**config.mk**
```make
export PLATFORM = sky130hd
export DESIGN_NAME = clk_source_select
export DESIGN_NICKNAME = d
export VERILOG_FILES = /design/src/rtl/clk_src_pkg.sv /design/src/rtl/pow2_tick_divider.sv /design/src/rtl/clk_source_select.sv
export SDC_FILE = /design/constraint.sdc
export NUM_CORES = 1
export LEC_CHECK = 0
export ABC_AREA = 0
export ABC_CLOCK_PERIOD_IN_PS = 3300
export BUFFER_PORTS_ARGS = -buffer_cell sky130_fd_sc_hd__buf_2
export CAP_MARGIN = 20
export CORE_UTILIZATION = 45
export DETAILED_ROUTE_END_ITERATION = 8
export GPL_TIMING_DRIVEN = 0
export PLACE_DENSITY = 0.69
export SETUP_SLACK_MARGIN = 0.4
export SLEW_MARGIN = 20
export SYNTH_ARGS = -nofsm -noshare
export SYNTH_HDL_FRONTEND = slang
export SYNTH_SLANG_ARGS = --single-unit
```
**constraint.sdc**
```tcl
create_clock -name clk_in -period 3.3 [get_ports clk_in]
set_input_delay 0.165 -clock clk_in [delete_from_list [all_inputs] [get_ports clk_in]]
set_output_delay 0.165 -clock clk_in [all_outputs]
set_load 0.005 [all_outputs]
```
**src/rtl/clk_src_pkg.sv**
```systemverilog
// Purpose: Shared constants and types for the clock source selector.
// Assumes: Registers sit on a 32-bit APB with one aligned word each.
// Notes:   Reference and FLL clocks arrive as one-cycle tick enables.
package clk_src_pkg;
    localparam int          ADDR_W          = 8;
    localparam logic [7:0]  OFS_CONTROL_ONE = 8'h00;
    localparam logic [7:0]  OFS_CONTROL_TWO = 8'h04;
    localparam logic [7:0]  OFS_TRIM        = 8'h08;
    localparam logic [7:0]  OFS_STATUS      = 8'h0C;
    localparam logic [7:0]  RST_CONTROL_ONE = 8'h04;
    localparam logic [7:0]  RST_CONTROL_TWO = 8'h40;
    localparam logic [7:0]  RST_TRIM        = 8'h80;
    localparam logic        RST_FINE        = 1'b0;
    // Field positions in control register one.
    localparam int          SRC_HI          = 7;
    localparam int          SRC_LO          = 6;
    localparam int          REFDIV_HI       = 5;
    localparam int          REFDIV_LO       = 3;
    localparam int          REFSEL_BIT      = 2;
    localparam int          IROUT_BIT       = 1;
    localparam int          IRSTOP_BIT      = 0;
    // Field positions in control register two.
    localparam int          BUSDIV_HI       = 7;
    localparam int          BUSDIV_LO       = 6;
    localparam int          RANGE_BIT       = 5;
    localparam int          GAIN_BIT        = 4;
    localparam int          LOWPWR_BIT      = 3;
    localparam int          EXTSRC_BIT      = 2;
    localparam int          EROUT_BIT       = 1;
    localparam int          ERSTOP_BIT      = 0;
    // Source codes, shared by the select and status fields.
    localparam logic [1:0]  SRC_FLL         = 2'h0;
    localparam logic [1:0]  SRC_INT         = 2'h1;
    localparam logic [1:0]  SRC_EXT         = 2'h2;
    // FLL lock target in FLL ticks per divided reference period.
    localparam logic [9:0]  FLL_RATIO       = 10'h200;
    localparam int          DCO_W           = 9;
    localparam logic [8:0]  DCO_RESET       = 9'h100;
    localparam int          DIV_CW          = 8;
    localparam int          DIV_SW          = 4;

    typedef enum logic [1:0] {SW_IDLE, SW_WAIT_OLD, SW_WAIT_NEW} switch_state_t;

    typedef struct packed {
        logic [DIV_CW-1:0] count;
        logic              tick;
    } div_state_t;
endpackage

```
**src/rtl/pow2_tick_divider.sv**
```systemverilog
// Purpose: Divides a tick enable stream by two raised to a shift code.
// Assumes: Shift code stays below the counter width plus one.
// Notes:   Output pulse is registered, so it lags the input by one cycle.
`timescale 1ns/10ps
`default_nettype none
module pow2_tick_divider
    import clk_src_pkg::*;
#(
    parameter int SW = clk_src_pkg::DIV_SW
) (
    input  wire logic          clk_in,
    input  wire logic          reset_n_in,
    input  wire logic          tick_in,
    input  wire logic [SW-1:0] shift_in,
    output var  logic          tick_out
);
    div_state_t        cur;
    div_state_t        next_cur;
    logic [DIV_CW-1:0] mask;

    always_comb begin
        next_cur      = cur;
        mask          = DIV_CW'((9'h001 << shift_in) - 9'h001);
        next_cur.tick = 1'b0;
        if (tick_in) begin
            next_cur.count = cur.count + 8'h01;
            next_cur.tick  = ((cur.count & mask) == mask);
        end
    end

    always_ff @(posedge clk_in) begin
        if (!reset_n_in) begin
            cur <= '0;
        end else begin
            cur <= next_cur;
        end
    end

    assign tick_out = cur.tick;
endmodule // pow2_tick_divider
`default_nettype wire

```
**src/rtl/clk_source_select.sv**
```systemverilog
// Purpose: Register-controlled system clock source selector with dividers.
// Assumes: All clocks are modelled as one-cycle tick enables on clk_in.
// Notes:   APB slave answers in the first access cycle, no wait states.
//
// Our own choices: the APB slave port and the placing of the registers.
`timescale 1ns/10ps
`default_nettype none
module clk_source_select
    import clk_src_pkg::*;
#(
    parameter logic [7:0] TRIM_RESET = clk_src_pkg::RST_TRIM
) (
    input  wire logic                           clk_in,
    input  wire logic                           reset_n_in,
    input  wire logic                           psel_in,
    input  wire logic                           penable_in,
    input  wire logic                           pwrite_in,
    input  wire logic [clk_src_pkg::ADDR_W-1:0] paddr_in,
    input  wire logic [31:0]                    pwdata_in,
    input  wire logic [3:0]                     pstrb_in,
    output var  logic [31:0]                    prdata_out,
    output var  logic                           pready_out,
    output var  logic                           pslverr_out,
    input  wire logic                           internal_ref_tick_in,
    input  wire logic                           external_ref_tick_in,
    input  wire logic                           fll_tick_in,
    input  wire logic                           oscillator_ready_in,
    input  wire logic                           stop_mode_in,
    output var  logic                           system_clock_out,
    output var  logic                           bus_tick_out,
    output var  logic                           internal_ref_output_out,
    output var  logic                           external_ref_output_out,
    output var  logic                           internal_ref_enable_out,
    output var  logic                           external_ref_enable_out,
    output var  logic                           osc_range_out,
    output var  logic                           oscillator_gain_select_out,
    output var  logic                           external_source_choice_out,
    output var  logic                           fll_enable_out,
    output var  logic [clk_src_pkg::DCO_W-1:0]  fll_dco_code_out,
    output var  logic [7:0]                     trim_out,
    output var  logic                           fine_adjust_out
);
    typedef struct packed {
        logic [7:0]       control_one;
        logic [7:0]       control_two;
        logic [7:0]       trim;
        logic             fine;
        logic             osc_ready;
        logic [1:0]       mode_status;
        switch_state_t    sw;
        logic [1:0]       pending;
        logic [31:0]      rdata;
        logic             ready;
        logic             err;
        logic             pre_int;
        logic             pre_ext;
        logic             int_en;
        logic             ext_en;
        logic             int_out;
        logic             ext_out;
        logic             sys_out;
        logic             bus_half;
        logic             bus_tick;
        logic             fll_en;
        logic [9:0]       fll_count;
        logic [DCO_W-1:0] dco;
    } state_t;

    state_t     cur;
    state_t     next_cur;
    logic       ref_tick;
    logic       ref_div_tick;
    logic       src_tick;
    logic       sys_div_tick;
    logic [1:0] req_src;
    logic       bypass;
    logic       int_mode;
    logic       ext_mode;
    logic       access;

    // Folds the reserved select code onto the FLL code.
    function automatic logic [1:0] fold_src(input logic [1:0] code);
        fold_src = (code == 2'h3) ? SRC_FLL : code;
    endfunction

    // Picks the tick stream of one source code.
    function automatic logic pick_tick(input logic [1:0] code, input logic f,
                                       input logic i, input logic e);
        if (code == SRC_INT) begin
            pick_tick = i;
        end else if (code == SRC_EXT) begin
            pick_tick = e;
        end else begin
            pick_tick = f;
        end
    endfunction

    assign ref_tick = cur.control_one[REFSEL_BIT] ? internal_ref_tick_in
                                                  : external_ref_tick_in;

    pow2_tick_divider #(.SW(DIV_SW)) u_ref_div (
        .clk_in     (clk_in),
        .reset_n_in (reset_n_in),
        .tick_in    (ref_tick),
        .shift_in   ({1'b0, cur.control_one[REFDIV_HI:REFDIV_LO]}),
        .tick_out   (ref_div_tick)
    );

    assign src_tick = (cur.sw == SW_WAIT_NEW) ? 1'b0
                    : pick_tick(cur.mode_status, fll_tick_in,
                                internal_ref_tick_in, external_ref_tick_in);

    pow2_tick_divider #(.SW(DIV_SW)) u_bus_div (
        .clk_in     (clk_in),
        .reset_n_in (reset_n_in),
        .tick_in    (src_tick && !stop_mode_in),
        .shift_in   ({2'h0, cur.control_two[BUSDIV_HI:BUSDIV_LO]}),
        .tick_out   (sys_div_tick)
    );

    assign req_src  = fold_src(cur.control_one[SRC_HI:SRC_LO]);
    assign bypass   = (cur.mode_status != SRC_FLL);
    assign int_mode = cur.control_one[REFSEL_BIT] && (cur.mode_status != SRC_EXT);
    assign ext_mode = !cur.control_one[REFSEL_BIT] && (cur.mode_status != SRC_INT);
    assign access   = psel_in && penable_in && cur.ready;

    always_comb begin
        next_cur          = cur;
        next_cur.bus_tick = 1'b0;
        // APB setup phase: decode and prepare the answer.
        if (psel_in && !penable_in) begin
            next_cur.ready = 1'b1;
            next_cur.err   = 1'b0;
            if (paddr_in == OFS_CONTROL_ONE) begin
                next_cur.rdata = {24'h0, cur.control_one};
            end else if (paddr_in == OFS_CONTROL_TWO) begin
                next_cur.rdata = {24'h0, cur.control_two};
            end else if (paddr_in == OFS_TRIM) begin
                next_cur.rdata = {24'h0, cur.trim};
            end else if (paddr_in == OFS_STATUS) begin
                next_cur.rdata = {28'h0, cur.mode_status, cur.osc_ready, cur.fine};
            end else begin
                next_cur.rdata = 32'h0;
                next_cur.err   = 1'b1;
            end
        end
        if (access) begin
            next_cur.ready = 1'b0;
            next_cur.err   = 1'b0;
            if (pwrite_in && pstrb_in[0]) begin
                if (paddr_in == OFS_CONTROL_ONE) begin
                    next_cur.control_one = pwdata_in[7:0];
                end else if (paddr_in == OFS_CONTROL_TWO) begin
                    next_cur.control_two = pwdata_in[7:0];
                end else if (paddr_in == OFS_TRIM) begin
                    next_cur.trim = pwdata_in[7:0];
                end else if (paddr_in == OFS_STATUS) begin
                    // only the fine bit is writable
                    next_cur.fine = pwdata_in[0];
                end
            end
        end
        case (cur.sw)
            SW_IDLE: begin
                if (req_src != cur.mode_status) begin
                    next_cur.pending = req_src;
                    next_cur.sw      = SW_WAIT_OLD;
                end
            end
            SW_WAIT_OLD: begin
                if (pick_tick(cur.mode_status, fll_tick_in, internal_ref_tick_in,
                              external_ref_tick_in)) begin
                    next_cur.sw = SW_WAIT_NEW;
                end
            end
            SW_WAIT_NEW: begin
                if (pick_tick(cur.pending, fll_tick_in, internal_ref_tick_in,
                              external_ref_tick_in)) begin
                    next_cur.mode_status = cur.pending;
                    next_cur.sw          = SW_IDLE;
                end
            end
            default: begin
                next_cur.sw = SW_IDLE;
            end
        endcase
        // system clock and half-rate bus tick
        if (sys_div_tick) begin
            next_cur.sys_out  = !cur.sys_out;
            next_cur.bus_half = !cur.bus_half;
            next_cur.bus_tick = cur.bus_half;
        end
        if (!stop_mode_in) begin
            next_cur.pre_int = int_mode;
            next_cur.pre_ext = ext_mode;
            next_cur.int_en  = cur.control_one[IROUT_BIT] || int_mode;
            next_cur.ext_en  = cur.control_two[EROUT_BIT] || ext_mode;
        end else begin
            next_cur.int_en = cur.control_one[IRSTOP_BIT]
                              && (cur.control_one[IROUT_BIT] || cur.pre_int);
            next_cur.ext_en = cur.control_two[ERSTOP_BIT]
                              && (cur.control_two[EROUT_BIT] || cur.pre_ext);
        end
        if (!cur.control_one[IROUT_BIT] || !cur.int_en) begin
            next_cur.int_out = 1'b0;
        end else if (internal_ref_tick_in) begin
            next_cur.int_out = !cur.int_out;
        end
        if (!cur.control_two[EROUT_BIT] || !cur.ext_en) begin
            next_cur.ext_out = 1'b0;
        end else if (external_ref_tick_in) begin
            next_cur.ext_out = !cur.ext_out;
        end
        // Oscillator ready: set once running, cleared only by its enables.
        if (!cur.control_two[EXTSRC_BIT]
            || (!cur.control_two[EROUT_BIT] && !ext_mode)) begin
            next_cur.osc_ready = 1'b0;
        end else if (oscillator_ready_in) begin
            next_cur.osc_ready = 1'b1;
        end
        // FLL off in stop or low power bypass
        next_cur.fll_en = !stop_mode_in
                          && !(bypass && cur.control_two[LOWPWR_BIT]);
        if (!cur.fll_en) begin
            next_cur.fll_count = 10'h0;
        end else if (ref_div_tick) begin
            next_cur.fll_count = 10'h0;
            if (cur.fll_count < FLL_RATIO && cur.dco != '1) begin
                next_cur.dco = cur.dco + 9'h001;
            end else if (cur.fll_count > FLL_RATIO && cur.dco != '0) begin
                next_cur.dco = cur.dco - 9'h001;
            end
        end else if (fll_tick_in && cur.fll_count != 10'h3FF) begin
            next_cur.fll_count = cur.fll_count + 10'h001;
        end
    end

    always_ff @(posedge clk_in) begin
        if (!reset_n_in) begin
            cur             <= '0;
            cur.control_one <= RST_CONTROL_ONE;
            cur.control_two <= RST_CONTROL_TWO;
            cur.trim        <= TRIM_RESET;
            cur.fine        <= RST_FINE;
            cur.mode_status <= SRC_FLL;
            cur.sw          <= SW_IDLE;
            cur.dco         <= DCO_RESET;
        end else begin
            cur <= next_cur;
        end
    end

    assign prdata_out                 = cur.rdata;
    assign pready_out                 = cur.ready;
    assign pslverr_out                = cur.err;
    assign system_clock_out           = cur.sys_out;
    assign bus_tick_out               = cur.bus_tick;
    assign internal_ref_output_out    = cur.int_out;
    assign external_ref_output_out    = cur.ext_out;
    assign internal_ref_enable_out    = cur.int_en;
    assign external_ref_enable_out    = cur.ext_en;
    assign osc_range_out              = cur.control_two[RANGE_BIT];
    assign oscillator_gain_select_out = cur.control_two[GAIN_BIT];
    assign external_source_choice_out = cur.control_two[EXTSRC_BIT];
    assign fll_enable_out             = cur.fll_en;
    assign fll_dco_code_out           = cur.dco;
    assign trim_out                   = cur.trim;
    assign fine_adjust_out            = cur.fine;

    AST_STATUS_ZERO: assert property (@(posedge clk_in) disable iff (!reset_n_in)
        pready_out && paddr_in == OFS_STATUS |-> prdata_out[31:4] == 28'h0)
        else $error("status upper bits not zero");
    AST_STATUS_NO_JUMP: assert property (@(posedge clk_in) disable iff (!reset_n_in)
        $changed(cur.mode_status) |-> $past(cur.sw) == SW_WAIT_NEW)
        else $error("mode status changed without handover");
    AST_RESERVED_FOLD: assert property (@(posedge clk_in) disable iff (!reset_n_in)
        cur.sw == SW_IDLE && cur.control_one[SRC_HI:SRC_LO] == 2'h3
        && cur.mode_status != SRC_FLL |=> cur.pending == SRC_FLL)
        else $error("reserved select not treated as FLL");
    AST_GAP_ON_SWITCH: assert property (@(posedge clk_in) disable iff (!reset_n_in)
        cur.sw == SW_WAIT_NEW |=> !sys_div_tick)
        else $error("tick passed during handover gap");
    AST_LOWPWR_FLL: assert property (@(posedge clk_in) disable iff (!reset_n_in)
        bypass && cur.control_two[LOWPWR_BIT] |=> !fll_enable_out)
        else $error("FLL running in low power bypass");
    AST_STOP_INT: assert property (@(posedge clk_in) disable iff (!reset_n_in)
        stop_mode_in && $past(stop_mode_in) && !cur.control_one[IRSTOP_BIT]
        |=> !internal_ref_enable_out)
        else $error("internal reference kept in stop");
    AST_STOP_EXT: assert property (@(posedge clk_in) disable iff (!reset_n_in)
        stop_mode_in && !cur.control_two[ERSTOP_BIT] |=> !external_ref_enable_out)
        else $error("external reference kept in stop");
    AST_INT_OUT_OFF: assert property (@(posedge clk_in) disable iff (!reset_n_in)
        !cur.control_one[IROUT_BIT] |=> !internal_ref_output_out)
        else $error("internal reference output active while disabled");
    AST_EXT_OUT_OFF: assert property (@(posedge clk_in) disable iff (!reset_n_in)
        !cur.control_two[EROUT_BIT] |=> !external_ref_output_out)
        else $error("external reference output active while disabled");
    AST_BUS_HALF: assert property (@(posedge clk_in) disable iff (!reset_n_in)
        bus_tick_out |-> !cur.bus_half && $past(sys_div_tick))
        else $error("bus tick not at half system rate");
    AST_FLL_STEER: assert property (@(posedge clk_in) disable iff (!reset_n_in)
        cur.fll_en && ref_div_tick && cur.fll_count < FLL_RATIO && cur.dco != '1
        |=> fll_dco_code_out == $past(cur.dco) + 9'h001)
        else $error("FLL did not speed up below target");

    COV_SWITCH_INT: cover property (@(posedge clk_in) disable iff (!reset_n_in)
        cur.sw == SW_WAIT_NEW ##1 cur.mode_status == SRC_INT);
    COV_SWITCH_EXT: cover property (@(posedge clk_in) disable iff (!reset_n_in)
        cur.sw == SW_WAIT_NEW ##1 cur.mode_status == SRC_EXT);
    COV_STOP_KEEP: cover property (@(posedge clk_in) disable iff (!reset_n_in)
        stop_mode_in && internal_ref_enable_out);
    COV_BUS_TICK: cover property (@(posedge clk_in) disable iff (!reset_n_in)
        bus_tick_out);
endmodule // clk_source_select
`default_nettype wire

```
; ---- Word-level counts from Yosys, hierarchy flattened
; Cells that the tools add are included.
[op_classes]
add_sub_neg = 7
n_reduce_logical = 57
n_lt_le_gt_ge = 2
n_mul = 0
n_mux = 24
bitwise = 7
n_eq_ne = 20
shifts = 2
n_div = 0
[op_table]
columns = op, n
row1 = $mux W8, 3
row2 = $mux W9, 2
row3 = $add A8 B1 Y8 const B, 2
row4 = $and A8 B8 Y8, 2
row5 = $eq A8 B4 Y1 const B, 2
row6 = $eq A8 B8 Y1, 2
row7 = $sub A8 B1 Y8 const B, 2
row8 = $logic_and A1 B1 Y1, 15
row9 = $logic_not A1 Y1, 14
row10 = $mux W1, 12
row11 = $add A10 B1 Y10 const B, 1
row12 = $gt A10 B10 Y1 const B, 1
row13 = $lt A10 B10 Y1 const B, 1
row14 = $ne A10 B10 Y1 const B, 1
row15 = $reduce_and A2 Y1, 5
row16 = $add A9 B1 Y9 const B, 1
row17 = $ne A9 B9 Y1 const B, 1
row18 = $reduce_and A3 Y1, 3
row19 = $reduce_bool A9 Y1, 1
row20 = $sub A9 B1 Y9 const B, 1
row21 = $eq A2 B2 Y1 const B, 4
row22 = $eq A8 B3 Y1 const B, 1
row23 = $logic_not A8 Y1, 1
row24 = $mux W2, 4
row25 = other kinds (17), 37
[word_totals]
latchBits = 0
register_bits = 113
mem_bits_rw = 0
elab_cells = 146
input_bits = 54
rom_bits = 0
mem_count = 0

; ---- Depth between registers and ports, before layout
[depth]
depth_word = 6
ltp_mapped = 10

; ---- Modules after synthesis
; From an unflattened synthesis, not the netlist that was laid out.
[hier_totals]
hier_cells = 549
hier_area_um2 = 5077.4
[modules_own_cells]
columns = mod, area_each_um2, seq_area_each_um2, instances, cells_per_inst
row1 = clk_source_select, 3948.8, 1421.4, 1, 419
row2 = pow2_tick_divider, 564.3, 180.2, 2, 65

; ---- Least setup slack after synthesis
; OpenSTA, ideal clock, no wires.
[synth_timing]
path_kind = register -> register
from = register cur, in the netlist fll_dco_code_out[5]
to = register cur, in the netlist fll_dco_code_out[8]
slack_ns = 0.881
path_stages_with_launch = 10
arrival_ns = 2.296
period_less_slack_ns = 2.419
required_time_ns = 3.177
path_cell_list = dfxtp_1 -> nand4_1 -> nor3_1 -> or2_2 -> ha_1 -> nor2b_1 -> o31a_1 -> o22ai_1 -> mux2i_1 -> mux2_1
[synth_via]
elab_chain_len = 4
[synth_lines]
columns = element, line_no
row1 = from (decl), clk_source_select.sv:69  ; state_t cur;
row2 = from (signal assigned), clk_source_select.sv:249  ; cur <= next_cur;
row3 = branches (longest 4 deep; another with $sub A9 B1 Y9), n/a
; Parallel ways; which one is timed is not known. The select of a mux whose other input is x is not followed.
; A chain may end at the register's enable or synchronous reset.

; ---- Worst setup path in the final report
[layout_timing]
from = register cur, in the netlist fll_dco_code_out[6]
to = register cur, in the netlist fll_dco_code_out[8]
; The elaborated chain is that of the path after synthesis.

==> tab_implementation.tex <==
\begin{tabular}{lr}
\hline
Metric & Value \\
\hline
\multicolumn{2}{l}{\textbf{CTS}} \\
TritonCTS clock tree & done \\
\# clock sinks & 87 \\
Number of buffers added for setup after CTS & 0 \\
Count of H-tree levels built during CTS & 3 \\
Clock Tree Buf Depth & 2 \\
Master cell of the clock root buffer & sky130\_fd\_sc\_hd\_\_clkbuf\_8 \\
Total CTS buffers & 9 \\
Clock insertion delay at the later pin of the skew report & 0.35 ns \\
Clock transition at the register clock pins on the worst setup and hold paths after CTS & 0.08 ns \\
\multicolumn{2}{l}{\textbf{Routing}} \\
DR WL/cell & 13.44 um \\
Wire length reported by the detailed router & 10.10 mm \\
Remaining antenna violation count & 0 \\
Length of the first detailed-routing pass in iterations & 4 \\
DR vias & 3777 \\
Detail-routed via count per cell & 5.029 \\
DRT iter0 DRCs & 110 \\
Post-route DRC & 0 \\
\multicolumn{2}{l}{\textbf{Timing}} \\
Slack of the critical path & 0.5983 ns \\
Peak clock frequency supported by timing & 370.1 MHz \\
Final setup violation count & 0 \\
Number of failing hold endpoints at the final stage & 0 \\
Final min period & 2.702 ns \\
Setup repair after global routing missed its margin & no \\
Setup TNS & 0 ns \\
Max Clock Skew & 0.008880 ns \\
Number of max-slew violations in the final report & 0 \\
Period utilization & 81.87\% \\
Transition time at the pin with the least slew margin & 0.7726 ns \\
Worst rel slew slack & 47.02\% \\
\multicolumn{2}{l}{\textbf{Placed design}} \\
Area post-placement & 0.005293 mm\^{}2 \\
Worst slack at placement & 0.6007 ns \\
Global placement routability congestion & 0.8584 \\
Count of input and output buffers & 62 \\
Detailed-placement wirelength estimate & 7.609 mm \\
Number of instances in the placed design & 736 \\
\multicolumn{2}{l}{\textbf{Logic synthesis}} \\
Post-synthesis instance area & 0.004726 mm\^{}2 \\
Most used standard cell by instance count after synthesis & sky130\_fd\_sc\_hd\_\_dfxtp\_1 \\
XOR/XNOR share of the synthesized area & 5.189\% \\
Avg Inst Size Synth & 9.176 um\^{}2 \\
Yosys warnings & 0 \\
Area share of the largest cell type after synthesis & 36.85\% \\
Synth Register Bits & 87 \\
Dominant combinational cell family by area after synthesis & simple AND/OR/NAND/NOR gates \\
Cells after synthesis & 515 \\
Count of unique library cells instantiated by Yosys & 62 \\
Sequential-to-total area share from yosys stat & 36.85\% \\
List of most frequent post-synthesis cells & 87 x sky130\_fd\_sc\_hd\_\_dfxtp\_1, 49 x sky130\_fd\_sc\_hd\_\_buf\_4, 44 x sky130\_fd\_sc\_hd\_\_nand2\_1 \\
Share of async-settable or async-resettable flops after synthesis & 0\% \\
Ranking of synthesized cells by area & sky130\_fd\_sc\_hd\_\_dfxtp\_1 37\%, sky130\_fd\_sc\_hd\_\_mux2i\_1 7.8\%, sky130\_fd\_sc\_hd\_\_buf\_4 7.8\% \\
Leading register cell type out of synthesis & sky130\_fd\_sc\_hd\_\_dfxtp\_1 \\
Mux cell area share after synthesis & 10.46\% \\
Largest area contributor in the synthesized netlist & sky130\_fd\_sc\_hd\_\_dfxtp\_1 \\
Compound-Gate Fraction of Synth Area & 11.54\% \\
Simple-gate portion of the synthesized area & 21.58\% \\
Adder and majority gate portion of the synthesized area & 3.601\% \\
EDFF count, synth & 0 \\
\multicolumn{2}{l}{\textbf{Layout}} \\
Area growth from synthesis to layout & 17.26\% \\
Count of nets after finishing & 678 \\
Antenna diode count & 0 \\
Fraction of final layout cells with drive strength greater than 1 & 24.23\% \\
Share of the core filled with cells & 54.16\% \\
Non-filler cells in the finished layout & 751 \\
Design Area, Final & 0.005542 mm\^{}2 \\
Fillers & 973 \\
\multicolumn{2}{l}{\textbf{Min path}} \\
Kind of path behind the tightest hold check & input port to flip-flop \\
\multicolumn{2}{l}{\textbf{Power}} \\
Worst IR Drop VDD & 240.7 uV \\
Net switching power figure & 443.2 uW \\
Clk network pwr share & 42.5\% \\
Internal Pwr Total & 1671 uW \\
Comb power frac & 6.9\% \\
Part of the power in registers & 50.6\% \\
Static leakage & 0.002387 uW \\
PwrDens & 381.6 mW/mm\^{}2 \\
Switching Share & 20.96\% \\
\multicolumn{2}{l}{\textbf{Critical path}} \\
Worst Setup Path Type & flip-flop to flip-flop \\
Nature of the critical path endpoint & flip-flop \\
Slowest cell on the critical path & sky130\_fd\_sc\_hd\_\_dfxtp\_1 \\
Crit-path cells & nand4\_1, nor3\_1, or2\_4, ha\_1, nor2b\_1, o31a\_1, o22ai\_1, mux2i\_1, mux2\_1 \\
Maximum cell stage delay along the critical path & 0.43 ns \\
Required time at the endpoint of the critical path & 3.54 ns \\
Data arrival, critical path & 2.94 ns \\
Critical path fanouts, max & 8 \\
Critical Path Start Type & flip-flop \\
\multicolumn{2}{l}{\textbf{Floorplan}} \\
Core footprint & 0.01023 mm\^{}2 \\
Initial Util & 46.19\% \\
Die height & 104.5 um \\
Area of the die & 0.01092 mm\^{}2 \\
\# rows & 37 \\
X dimension of the die & 104.5 um \\
IO Count & 116 \\
\multicolumn{2}{l}{\textbf{Global route}} \\
Total global routing overflow & 0 \\
Initial antenna violation count & 0 \\
Global-route wire length before repair & 16.99 mm \\
Number of global-route vias before repair & 3531 \\
Maximum number of pins on one net before global-route repair & 14 \\
GRT Overall Usage & 19.25\% \\
\multicolumn{2}{l}{\textbf{Flow run}} \\
Count of max-cap constraint violations & 0 \\
\multicolumn{2}{l}{\textbf{Run status}} \\
Result of the run & finished clean \\
\hline
\end{tabular}
==> cell type report <==
class                      instances  area, um^2  share of cell area (%)
buffer                            68       460.4                   8.309
clock buffer                      12       155.1                   2.800
clock inverter                     3       90.09                   1.626
inverter                          12       45.04                  0.8128
multi-input combinational        371        2567                   46.33
sequential                        87        1743                   31.45
tap                              136       170.2                   3.071
timing repair buffer              62       310.3                   5.599
==> kinds of logic after synthesis <==
group / Yosys count
multiplexers: 44
buffers and inverters: 80
AND/OR/NAND/NOR: 186
AO/OA/AOI/OAI: 76
adder cells (fa/ha/maj): 13
XOR/XNOR: 28
flip-flops: 87
other: 1
==> metal layers <==
| layer | track usage (%) | routed length, um |
|---|---|---|
| met3 | 3.195 | 407 |
| met5 | 0 | 0 |
| met1 | 25.31 | 4766 |
| met4 | 5.918 | 110 |
| met2 | 32.12 | 4811 |
==> registers in the layout (all words and copies together), names as in the netlist <==
register                    count
bus_tick_out                    1
cur                            33
external_ref_enable_out         1
external_ref_output_out         1
external_source_choice_out      1
fine_adjust_out                 1
fll_dco_code_out                9
fll_enable_out                  1
internal_ref_enable_out         1
internal_ref_output_out         1
osc_range_out                   1
oscillator_gain_select_out      1
prdata_out                      8
pready_out                      1
pslverr_out                     1
system_clock_out                1
trim_out                        8
u_bus_div.cur                   7
u_bus_div.tick_out              1
u_ref_div.cur                   7
u_ref_div.tick_out              1
==> power groups by stage <==
stage               Sequential, uW  Clock, uW  Combinational [uW]
global route                  1070        963                 160
floorplan                     1090          0                97.2
CTS                           1070        917                 145
detailed placement            1100          0                 145
global placement              1090          0                 141
finish                        1070        899                 145
==> through the flow <==
stage / hold WS, ns / power, uW
2_1_floorplan: 0.2892 / 1190
3_3_place_gp: 0.4239 / 1236
3_5_place_dp: 0.4353 / 1240
4_1_cts: 0.06931 / 2133
5_1_grt: 0.07985 / 2197
6_report: 0.07838 / 2114
==> layout by cell type, fill, tap and decap left out, types with 14 or more instances in the layout <==
master / synthesis / routed
sky130_fd_sc_hd__buf_4: 49 / 49
sky130_fd_sc_hd__dfxtp_1: 87 / 86
sky130_fd_sc_hd__conb_1: 1 / 24
sky130_fd_sc_hd__and2_1: 22 / 22
sky130_fd_sc_hd__nand2_1: 44 / 44
sky130_fd_sc_hd__nor2_1: 24 / 24
sky130_fd_sc_hd__nand3_1: 14 / 14
sky130_fd_sc_hd__mux2i_1: 37 / 37
sky130_fd_sc_hd__xnor2_1: 19 / 19
sky130_fd_sc_hd__nor2b_1: 38 / 38
sky130_fd_sc_hd__o21ai_0: 14 / 14
sky130_fd_sc_hd__buf_2: 3 / 65
==> worst paths after layout <==
kind,endpoint,slack [ns],from,cells after the start
worst min register to register,internal_ref_output_out,0.47,internal_ref_enable_out,2
worst min-delay path,cur[89],0.08,pwdata_in[2],3
worst max register to register,fll_dco_code_out[8],0.60,fll_dco_code_out[6],9
worst max-delay path,fll_dco_code_out[8],0.60,fll_dco_code_out[6],9
==> critical path: cells and delay by family, from the launching register on <==
kind            cells  cell delay, ns
simple gates        4            0.78
fa+ha+maj           1            0.28
flops               1            0.43
compound gates      2            0.53
mux                 2            0.57
==> what timing repair did <==
item | CTS | global route
setup endpoints to repair | 0 | 1
hold buffers | 0 | 0
gates resized for setup | 0 | 2
Note: power is estimated with default switching activity, not from simulation.
